$ cat src/verilog/tcu_pkg.sv
// constants, field layout and helpers for the upper 16-bit timer control block
// assumes apb with 32-bit data and a 12-bit byte address; one clock, pclk
//
// Notes on behaviour
// - with stop in idle set the timer halts during idle mode, with it clear it keeps running.
// - with the external pin as source the gated accumulate bit has no effect at all.
// - with the internal clock, gated accumulate 1 counts only while the gate pin is high, 0 never gates.
// - prescale field 11 divides by 256, 10 by 64, 01 by 8 and 00 passes every input tick.
// - clock source select 1 takes ticks from the external clock pin, 0 from the internal clock.
// - the external source counts on each rising edge of the external clock pin.
// - the unimplemented bits 14, 12 to 7, 3 to 2 and 0 of the control register read as 0.
// - while paired wide mode is on, run, gate, prescale and source controls of this timer are ignored.

package tcu_pkg;

  localparam int          TCU_ADDR_W      = 12;

  // byte addresses of the registers
  localparam logic [11:0] TCU_CTRL_OFFSET  = 12'h000;
  localparam logic [11:0] TCU_COUNT_OFFSET = 12'h004;
  localparam logic [11:0] TCU_STAT_OFFSET  = 12'h008;

  // control register fields
  localparam int          TCU_RUN_BIT     = 15;
  localparam int          TCU_IDLE_BIT    = 13;
  localparam int          TCU_GATE_BIT    = 6;
  localparam int          TCU_PS_LSB      = 4;
  localparam int          TCU_PS_MSB      = 5;
  localparam int          TCU_SRC_BIT     = 1;
  localparam logic [15:0] TCU_CTRL_MASK   = 16'hA072;
  localparam logic [15:0] TCU_CTRL_RESET  = 16'h0000;
  localparam logic [15:0] TCU_COUNT_RESET = 16'h0000;

  // status register fields
  localparam int          TCU_ST_RUN_BIT    = 0;
  localparam int          TCU_ST_PIN_BIT    = 1;
  localparam int          TCU_ST_PAIR_BIT   = 2;
  localparam int          TCU_ST_GATED_BIT  = 3;
  localparam int          TCU_ST_EXT_BIT    = 4;
  localparam int          TCU_ST_PHASE_LSB  = 8;
  localparam int          TCU_ST_PHASE_MSB  = 15;

  // prescale codes and terminal counts of the divider
  localparam logic [1:0]  TCU_PS_DIV1     = 2'b00;
  localparam logic [1:0]  TCU_PS_DIV8     = 2'b01;
  localparam logic [1:0]  TCU_PS_DIV64    = 2'b10;
  localparam logic [1:0]  TCU_PS_DIV256   = 2'b11;
  localparam logic [7:0]  TCU_TERM_DIV1   = 8'h00;
  localparam logic [7:0]  TCU_TERM_DIV8   = 8'h07;
  localparam logic [7:0]  TCU_TERM_DIV64  = 8'h3F;
  localparam logic [7:0]  TCU_TERM_DIV256 = 8'hFF;

  // pin synchroniser depth
  localparam int          TCU_SYNC_STAGES = 3;

  typedef enum logic [1:0] {
    TCU_SRC_FREE,
    TCU_SRC_GATED,
    TCU_SRC_PIN_EDGE
  } tcu_src_t;

  // last input tick count before the divider fires
  function automatic logic [7:0] tcu_prescale_terminal(input logic [1:0] sel);
    logic [7:0] term;
    term = TCU_TERM_DIV1;
    unique case (sel)
      TCU_PS_DIV1:   term = TCU_TERM_DIV1;
      TCU_PS_DIV8:   term = TCU_TERM_DIV8;
      TCU_PS_DIV64:  term = TCU_TERM_DIV64;
      TCU_PS_DIV256: term = TCU_TERM_DIV256;
    endcase
    return term;
  endfunction

  function automatic logic tcu_addr_known(input logic [11:0] addr);
    return (addr == TCU_CTRL_OFFSET) || (addr == TCU_COUNT_OFFSET) ||
           (addr == TCU_STAT_OFFSET);
  endfunction

  // byte-lane merge of a 16-bit register
  function automatic logic [15:0] tcu_merge16(input logic [15:0] old,
                                              input logic [31:0] wdata,
                                              input logic [3:0]  strb);
    logic [15:0] res;
    res = old;
    if (strb[0]) begin
      res[7:0] = wdata[7:0];
    end
    if (strb[1]) begin
      res[15:8] = wdata[15:8];
    end
    return res;
  endfunction

endpackage

$ cat src/verilog/tcu_pin_sync.sv
// three-stage synchroniser for the external clock pin
// assumes the pin is asynchronous to pclk; a change counts once stages two and three agree
`timescale 1ns/10ps
`default_nettype none

module tcu_pin_sync
  import tcu_pkg::*;
(
  input  wire logic pclk,
  input  wire logic presetn,
  input  wire logic pin,
  output logic      level,
  output logic      rise
);

  typedef struct packed {
    logic [TCU_SYNC_STAGES-1:0] stage;
    logic                       level;
    logic                       rise;
  } tcu_sync_t;

  tcu_sync_t st;
  tcu_sync_t next_st;

  always_comb begin
    next_st = st;
    next_st.stage = {st.stage[TCU_SYNC_STAGES-2:0], pin};
    next_st.rise  = 1'b0;
    // only stages two and three are looked at, never the first
    if (st.stage[1] == st.stage[2]) begin
      next_st.level = st.stage[1];
      next_st.rise  = st.stage[1] & ~st.level;
    end
  end

  always_ff @(posedge pclk or negedge presetn) begin
    if (!presetn) begin
      st <= '0;
    end else begin
      st <= next_st;
    end
  end

  assign level = st.level;
  assign rise  = st.rise;

endmodule

`default_nettype wire

$ cat src/verilog/tcu_prescaler.sv
// input clock divider of 1, 8, 64 or 256 for the timer
// assumes tick_in is a one-cycle pulse on pclk; clear restarts the phase
`timescale 1ns/10ps
`default_nettype none

module tcu_prescaler
  import tcu_pkg::*;
(
  input  wire logic       pclk,
  input  wire logic       presetn,
  input  wire logic       tick_in,
  input  wire logic       clear,
  input  wire logic [1:0] ratio_sel,
  output logic            tick_out,
  output logic [7:0]      phase
);

  typedef struct packed {
    logic [7:0] cnt;
    logic       out;
  } tcu_presc_t;

  tcu_presc_t st;
  tcu_presc_t next_st;

  always_comb begin
    next_st = st;
    next_st.out = 1'b0;
    if (clear) begin
      next_st.cnt = 8'h00;
    end else if (tick_in) begin
      if (st.cnt >= tcu_prescale_terminal(ratio_sel)) begin
        next_st.cnt = 8'h00;
        next_st.out = 1'b1;
      end else begin
        next_st.cnt = st.cnt + 8'h01;
      end
    end
  end

  always_ff @(posedge pclk or negedge presetn) begin
    if (!presetn) begin
      st <= '0;
    end else begin
      st <= next_st;
    end
  end

  assign tick_out = st.out;
  assign phase    = st.cnt;

endmodule

`default_nettype wire

$ cat src/verilog/tcu_upper_timer.sv
// upper 16-bit timer of a pair: control register, count and apb slave
// assumes idle_mode and paired_wide_mode come from logic on pclk;
// the external clock pin is asynchronous and is synchronised here
`timescale 1ns/10ps
`default_nettype none

module tcu_upper_timer
  import tcu_pkg::*;
(
  input  wire logic        pclk,
  input  wire logic        presetn,
  input  wire logic        psel,
  input  wire logic        penable,
  input  wire logic        pwrite,
  input  wire logic [11:0] paddr,
  input  wire logic [31:0] pwdata,
  input  wire logic [3:0]  pstrb,
  output logic [31:0]      prdata,
  output logic             pready,
  output logic             pslverr,
  input  wire logic        idle_mode,
  input  wire logic        paired_wide_mode,
  input  wire logic        upper_timer_ext_clock_pin,
  output logic [15:0]      count_value,
  output logic             timer_active
);

  typedef struct packed {
    logic [15:0] ctrl;
    logic [15:0] count;
    logic [31:0] rdata;
    logic        err;
  } tcu_main_t;

  tcu_main_t st;
  tcu_main_t next_st;

  logic       pin_level;
  logic       pin_rise;
  logic       presc_tick;
  logic [7:0] presc_phase;

  logic       setup_phase;
  logic       access_phase;
  logic       addr_ok;
  logic       ctrl_wr;
  logic       count_wr;

  logic       run_enable;
  logic       stop_in_idle;
  logic       gated_accumulate_enable;
  logic [1:0] input_prescale_select;
  logic       clock_source_select;

  logic       controls_live;
  logic       idle_halt;
  logic       running;
  tcu_src_t   src_mode;
  logic       raw_tick;
  logic       presc_clear;
  logic [15:0] status_word;

  tcu_pin_sync u_pin_sync (
    .pclk    (pclk),
    .presetn (presetn),
    .pin     (upper_timer_ext_clock_pin),
    .level   (pin_level),
    .rise    (pin_rise)
  );

  tcu_prescaler u_prescaler (
    .pclk      (pclk),
    .presetn   (presetn),
    .tick_in   (raw_tick),
    .clear     (presc_clear),
    .ratio_sel (input_prescale_select),
    .tick_out  (presc_tick),
    .phase     (presc_phase)
  );

  // bus phases and decode
  assign setup_phase  = psel & ~penable;
  assign access_phase = psel & penable;
  assign addr_ok      = tcu_addr_known(paddr);
  assign ctrl_wr      = access_phase & pwrite & (paddr == TCU_CTRL_OFFSET);
  assign count_wr     = access_phase & pwrite & (paddr == TCU_COUNT_OFFSET);

  // control fields
  assign run_enable              = st.ctrl[TCU_RUN_BIT];
  assign stop_in_idle            = st.ctrl[TCU_IDLE_BIT];
  assign gated_accumulate_enable = st.ctrl[TCU_GATE_BIT];
  assign input_prescale_select   = st.ctrl[TCU_PS_MSB:TCU_PS_LSB];
  assign clock_source_select     = st.ctrl[TCU_SRC_BIT];

  assign controls_live = ~paired_wide_mode;

  assign idle_halt = idle_mode & stop_in_idle;

  assign running = controls_live & run_enable & ~idle_halt;

  // source choice; external pin takes priority over gating
  always_comb begin
    src_mode = TCU_SRC_FREE;
    if (clock_source_select) begin
      src_mode = TCU_SRC_PIN_EDGE;
    end else if (gated_accumulate_enable) begin
      src_mode = TCU_SRC_GATED;
    end
  end

  always_comb begin
    raw_tick = 1'b0;
    if (running) begin
      unique case (src_mode)
        TCU_SRC_FREE:     raw_tick = 1'b1;
        TCU_SRC_GATED:    raw_tick = pin_level;
        TCU_SRC_PIN_EDGE: raw_tick = pin_rise;
      endcase
    end
  end

  // a stopped timer or a control rewrite restarts the divider phase
  assign presc_clear = ~running | ctrl_wr;

  always_comb begin
    status_word = 16'h0000;
    status_word[TCU_ST_RUN_BIT]   = running;
    status_word[TCU_ST_PIN_BIT]   = pin_level;
    status_word[TCU_ST_PAIR_BIT]  = paired_wide_mode;
    status_word[TCU_ST_GATED_BIT] = running & (src_mode == TCU_SRC_GATED);
    status_word[TCU_ST_EXT_BIT]   = running & (src_mode == TCU_SRC_PIN_EDGE);
    status_word[TCU_ST_PHASE_MSB:TCU_ST_PHASE_LSB] = presc_phase;
  end

  always_comb begin
    next_st = st;

    // read data is fetched in setup so prdata comes from a register
    if (setup_phase) begin
      next_st.err   = ~addr_ok;
      next_st.rdata = 32'h0000_0000;
      if (!pwrite) begin
        unique case (1'b1)
          (paddr == TCU_CTRL_OFFSET):  next_st.rdata = {16'h0000, st.ctrl & TCU_CTRL_MASK};
          (paddr == TCU_COUNT_OFFSET): next_st.rdata = {16'h0000, st.count};
          (paddr == TCU_STAT_OFFSET):  next_st.rdata = {16'h0000, status_word};
          default:                     next_st.rdata = 32'h0000_0000;
        endcase
      end
    end

    if (ctrl_wr) begin
      next_st.ctrl = tcu_merge16(st.ctrl, pwdata, pstrb) & TCU_CTRL_MASK;
    end

    if (count_wr) begin
      // a software load wins over a tick in the same cycle
      next_st.count = tcu_merge16(st.count, pwdata, pstrb);
    end else if (running && presc_tick) begin
      next_st.count = st.count + 16'h0001;
    end
  end

  always_ff @(posedge pclk or negedge presetn) begin
    if (!presetn) begin
      st.ctrl  <= TCU_CTRL_RESET;
      st.count <= TCU_COUNT_RESET;
      st.rdata <= 32'h0000_0000;
      st.err   <= 1'b0;
    end else begin
      st <= next_st;
    end
  end

  // zero wait state slave
  assign pready       = access_phase;
  assign pslverr      = access_phase & st.err;
  assign prdata       = st.rdata;
  assign count_value  = st.count;
  assign timer_active = running;

endmodule

`default_nettype wire

$ cat config.mk
export PLATFORM = sky130hd
export DESIGN_NAME = tcu_upper_timer
export DESIGN_NICKNAME = d
export VERILOG_FILES = /design/src/verilog/tcu_pkg.sv /design/src/verilog/tcu_pin_sync.sv /design/src/verilog/tcu_prescaler.sv /design/src/verilog/tcu_upper_timer.sv
export SDC_FILE = /design/constraint.sdc
export NUM_CORES = 1
export LEC_CHECK = 0
export ABC_AREA = 0
export BUFFER_PORTS_ARGS = -buffer_cell sky130_fd_sc_hd__buf_2
export CORE_UTILIZATION = 50
export DETAILED_ROUTE_END_ITERATION = 7
export GPL_ROUTABILITY_DRIVEN = 0
export PLACE_DENSITY = 0.84
export SLEW_MARGIN = 10
export SYNTH_ARGS = -nofsm -noshare
export SYNTH_HDL_FRONTEND = slang
export SYNTH_SLANG_ARGS = --single-unit
$ cat constraint.sdc
create_clock -name pclk -period 2.9 [get_ports pclk]
set_input_delay 0.58 -clock pclk [delete_from_list [all_inputs] [get_ports pclk]]
set_output_delay 0.58 -clock pclk [all_outputs]
set_load 0.1 [all_outputs]
==> impl_metrics.tcl, run 1 <==
set metrics [dict create \
    run_status "complete, no violations" \
    post_cts_buffers 0 \
    ys_seq_area_share_pct 40.03 \
    grt-ovfl-total 0 \
    fin_ws_ns 0.4008 \
    fmax_mhz 400.1 \
    rr_worst_depth 7 \
    area_growth_syn_to_layout_pct 10.20 \
    cts_buffers 5 \
    report.final.slew_viol_count 0 \
    max_cap_viol_count 0 \
    r2r_end "u_prescaler.phase[1]" \
    clock_latency_ns 0.31 \
    grt_pass1_vias 2799 \
    cts_resized 0 \
    synth_xor_area_share_pct 1.586 \
    grt_setup_unrepaired "no" \
    grtUsageTotal_pct 24.49 \
    max_stage_delay_ns 0.69 \
    initial_utilization_pct 51.88 \
    drtPass1Iterations 4 \
    synth_adder_area_share_pct 3.021 \
    worstSetupEndpointType "flip-flop" \
    worstPathRequired_ns 3.11 \
    n_fill_cell 569 \
    async_reset_ff_share_pct 100.0 \
    dieArea_sq_um 6956 \
    synth_ff_type "dfrtp_1" \
    routed_via_density 5.878 \
    dpl.hpwl_microns 6198 \
    cts_tree "built" \
    clockBufferDepth 2 \
    synth_cells 357 \
    clkSinkCount 53 \
    vias 2851 \
    multi_input_area_sq_um 1607 \
    layout-drive-gt1-share_pct 28.68 \
    hold_slack_ns 0.3584 \
    finalHoldViolCount 0 \
    ys_seq_elements 53 \
    rr_startpoint "input_prescale_select[1]" \
    post_synth.cell_area_avg_sq_um 9.281 \
    diodes 0 \
    arrival_ns 2.71 \
    wl_per_cell_microns 16.68 \
    ioPinCount 107 \
    synth-simple-area-share_pct 21.94 \
    synth.distinct_cells 58 \
    cpMaxStageDelayCell "or4b_2" \
    h-tree-depth 2 \
    hold_path_class "reg -> reg" \
    path_depth 6 \
    syn_area_sq_um 3313 \
    hold_depth 0 \
    setup-tns-final_ns 0 \
    worst-path-max-fanout 7 \
    powerDensity_nw_per_um2 397.7 \
    synth.top_cell.area_share_pct 40.03 \
    critPathKind "in -> reg" \
    post-route-min-period_ns 2.499 \
    vdd_drop_max_uv 239.3 \
    instances_no_fill 485 \
    worstMarginPinSlew_ns 0.9694 \
    synthTopCellsByCount "dfrtp_1, buf_4, nand2_1, nor2_1, o21ai_0" \
    grt_pass1_wl_microns 13620 \
    cp-start-kind "primary input" \
    clk_pin_slew_ns 0.10 \
    dp.cells 477 \
    die_w_microns 83.40 \
    muxShareOfSynthArea_pct 4.305 \
    synth_compound_area_share_pct 15.71 \
    setup_viol 0 \
    post-place-ws_ns 0.1181 \
    fin_area_sq_um 3651 \
    synth_warnings 0 \
    wirelength_microns 8089 \
    drt-initial-drc-count 284 \
    cp_cell_sequence "buf_2, or4b_2, or4_1, nor2_1, a21oi_1, o221a_2" \
    clockRootBuffer "clkbuf_8" \
    drc 0 \
    cp_top_family "simple AND/OR/NAND/NOR gates" \
    area.sequential_sq_um 1326 \
    synth_top_family_by_area "simple AND/OR/NAND/NOR gates" \
    dpl_cell_area_sq_um 3536 \
    power_mw 1.452 \
    postLayoutCoreUtil_pct 57.17 \
    relSlewSlack_pct 35.37 \
    portBuffers 72 \
    fin_crit_sh_pct 86.18 \
    synth_most_common_cell "dfrtp_1" \
    cts_hold_buf 0 \
    finalClockSkew_ns 0.009322 \
    die_h_microns 83.40 \
    hold_end "u_pin_sync.next_st[4]" \
    path_buf_inv 1 \
    synth_area_leaders "dfrtp_1, buf_4, nand2_1" \
    synth_top_cell_by_area "dfrtp_1" \
    core_region_area_sq_um 6386 \
    min-delay-start "u_pin_sync.next_st[3]" \
    grt_max_degree 43 \
    rows 29 \
    r2r_slack_ns 0.60 \
    p_leak_nw 1.744 \
    synth_enable_flop_cells 0 \
    antenna_found_initial 0 \
    nNetsFinal 471 \
    ant_nets 0 \
]
-- worst register-to-register path: cells and delay by family (launching register included) --
| family | cells | cell delay (ns) |
|---|---|---|
| fa+ha+maj | 1 | 0.28 |
| flops | 1 | 0.44 |
| compound gates | 3 | 0.88 |
| simple gates | 3 | 0.62 |
-- flip-flops by register name, indices dropped and copies added (netlist names) --
signal and flops:
count_value 16, prdata 16, u_prescaler.phase 8, input_prescale_select 2, st 2, u_pin_sync.next_st 2, clock_source_select 1, gated_accumulate_enable 1
run_enable 1, u_pin_sync.level 1, u_pin_sync.rise 1, u_pin_sync.st 1, u_prescaler.tick_out 1
-- layer usage --
layer	part of all wire, %	track usage [%]
met2	47	38.30
met5	0	0
met4	3.0	12.38
met1	43	33.33
met3	6.7	3.280
-- logic make-up after synthesis --
| logic type | after synthesis |
|---|---|
| buffers and inverters | 67 |
| adders and majority gates | 8 |
| xor gates and xnor gates | 6 |
| and+or+nand+nor | 135 |
| AOI/OAI and AO/OA | 75 |
| muxes | 12 |
| other | 1 |
| DFF | 53 |
-- layout by cell type (no fill, tap or decap), types with 10 or more instances in the layout --
cell     instances
a21oi_1         12
buf_2           72
nor2_1          21
nand3_1         17
dfrtp_1         53
nor3_1          10
conb_1          16
o21ai_0         18
nand2_1         37
buf_4           16
nand4_1         12
-- area by class of cell --
class                           count  share of cell area, %
Sequential cell                    53                  36.33
Tap cell                           77                  2.639
Multi-Input combinational cell    252                  44.00
Clock inverter                      3                  1.268
Clock buffer                        5                  1.885
Timing Repair Buffer               88                  13.16
Inverter                            7                 0.7197
-- worst max-delay path by stage --
| stage | from | end | slack, ns |
|---|---|---|---|
| 4_1_cts | paddr[3] | count_value[4] | 0.41 |
| 5_1_grt | paddr[3] | count_value[3] | 0.32 |
| 3_5_place_dp | paddr[3] | count_value[3] | 0.12 |
| 6_report | paddr[3] | count_value[3] | 0.40 |
| 2_1_floorplan | paddr[1] | clock_source_select | 0.29 |
| 3_3_place_gp | paddr[1] | clock_source_select | 0.17 |
-- report_power, final --
group	leakage [nW]	switching, mW	internal, mW	total [mW]
Sequential	0.726	0.00415	0.743	0.747
Combinational	0.964	0.153	0.0331	0.186
Clock	0.0543	0.259	0.259	0.518
No activity file was read; power rests on OpenSTA's default activity.
==> run 2: changes to the inputs <==
==> constraint.sdc (replaced) <==
create_clock -name pclk -period 2.9 [get_ports pclk]
set_input_delay 0.58 -clock pclk [delete_from_list [all_inputs] [get_ports pclk]]
set_output_delay 0.58 -clock pclk [all_outputs]
set_load 0.05 [all_outputs]
==> impl_metrics.tcl, run 2 (same netlist as run 1, synthesis figures left out) <==
set metrics [dict create \
    run_status "complete, no violations" \
    finalHoldViolCount 0 \
    clockBufferDepth 2 \
    setup-tns-final_ns 0 \
    grtUsageMet3_pct 3.479 \
    layout_common_cells "buf_2, dfrtp_1, nand2_1" \
    initial_utilization_pct 51.88 \
    mostFrequentLayoutCell "buf_2" \
    antenna_found_initial 0 \
    fin_crit_sh_pct 84.12 \
    rows 29 \
    setup.worst_path.start "input_prescale_select[1]" \
    p_leak_nw 1.742 \
    rr_startpoint "input_prescale_select[1]" \
    post_cts_buffers 0 \
    clkSinkCount 53 \
    arrival_ns 2.68 \
    r2r_end "u_prescaler.phase[6]" \
    drt-initial-drc-count 293 \
    grt_util_met1_pct 33.31 \
    worst-path-max-fanout 6 \
    clockRootBuffer "clkbuf_8" \
    area_growth_syn_to_layout_pct 9.554 \
    worstMarginPinSlew_ns 0.5701 \
    cpMaxStageDelayCell "a221oi_1" \
    relSlewSlack_pct 61.99 \
    wl_per_cell_microns 16.81 \
    drc 0 \
    routed_via_density 5.944 \
    post-route-min-period_ns 2.439 \
    worstPathRequired_ns 3.15 \
    diodes 0 \
    grt_setup_unrepaired "no" \
    drtPass1Iterations 5 \
    hold_slack_ns 0.1825 \
    critPathKind "reg -> reg" \
    max_stage_delay_ns 0.56 \
    cts_resized 0 \
    clock_latency_ns 0.31 \
    report.final.slew_viol_count 0 \
    grt_pass1_vias 2770 \
    portBuffers 72 \
    core_region_area_sq_um 6386 \
    cp_cell_sequence "or2_2, ha_1, nor2b_1, o21ai_0, a221oi_1, o211ai_2, nor2_1" \
    n_fill_cell 573 \
    cts_buffers 5 \
    hold_path_class "in -> async" \
    h-tree-depth 2 \
    cts_tree "built" \
    fmax_mhz 409.9 \
    clk_pin_slew_ns 0.11 \
    die_w_microns 83.40 \
    busiest_layer "met2" \
    rr_worst_depth 7 \
    grt-ovfl-total 0 \
    cp-start-kind "flip-flop" \
    ant_nets 0 \
    max_cap_viol_count 0 \
    worstSetupEndpointType "flip-flop" \
    setup_viol 0 \
    grtUsageTotal_pct 24.46 \
    powerDensity_nw_per_um2 367.3 \
    r2r_slack_ns 0.46 \
    globalRouteMet2Util_pct 38.67 \
    ioPinCount 107 \
    cts_hold_buf 0 \
    wirelength_microns 8151 \
    vdd_drop_max_uv 235.8 \
    grt_max_degree 36 \
    nNetsFinal 471 \
    cp-endpoint "u_prescaler.phase[6]" \
    die_h_microns 83.40 \
    layout-drive-gt1-share_pct 28.43 \
    finalClockSkew_ns 0.005926 \
    dieArea_sq_um 6956 \
    vias 2883 \
    dpl.hpwl_microns 6142 \
    grt_pass1_wl_microns 13650 \
]
-- run 2: cell count changes in the layout (fill, tap and decap cells not counted) --
cell / delta
inv_6: +1
a21oi_2: -1
bufinv_16: -1
inv_8: +1
a21oi_1: +1
clkinvlp_4: -1
-- run 2: worst min path at each step --
stage	start	end	slack, ns	cells after the start
finish	presetn	st[0]	0.18	1
global route	presetn	prdata[2]	0.21	1
CTS	presetn	prdata[11]	0.19	1
detailed placement	u_pin_sync.next_st[3]	u_pin_sync.next_st[4]	0.34	0
global placement	u_pin_sync.next_st[3]	u_pin_sync.next_st[4]	0.33	0
floorplan	presetn	clock_source_select	0.28	0
-- run 2: area by class of cell --
type	instances	area [sq um]	area share (%)
Tap cell	77	96.34	2.654
Clock inverter	3	28.78	0.7928
Sequential cell	53	1326	36.54
Clock buffer	5	68.82	1.896
Inverter	7	26.28	0.7239
Timing Repair Buffer	88	480.5	13.24
Multi-Input combinational cell	252	1603	44.16
-- run 2: metal layers --
layer	part of all wire, %	wire, microns
met5	0	0
met4	3.5	285
met3	7.1	578
met2	46	3760
met1	43	3526
-- run 2: through the flow --
stage                     power [mW]  utilization (%)  area, sq um  setup slack (ns)  instances
after floorplan               0.8554                -         3369            0.2898        372
after global placement        0.8945            55.31         3532            0.1997        477
after detailed placement      0.8964            55.31         3532            0.1632        477
after CTS                      1.341            56.84         3630            0.4940        485
after global routing           1.384            56.84         3630            0.3142        485
final                          1.333            56.84         3630            0.4605        485
-- run 2: report_power, final --
group / total [mW] / internal, mW / switching (mW)
clock network: 0.451 / 0.181 / 0.269
logic: 0.135 / 0.0331 / 0.102
registers: 0.747 / 0.743 / 0.00422
total: 1.33 / 0.958 / 0.376
-- run 2: worst max-delay path, delay by kind of cell, from the launching register on --
kind                     cells  cell delay (ns)
AND/OR/NAND/NOR              3             0.67
adder cells (fa/ha/maj)      1             0.29
flip-flops                   1             0.46
AO/OA/AOI/OAI                3             0.95
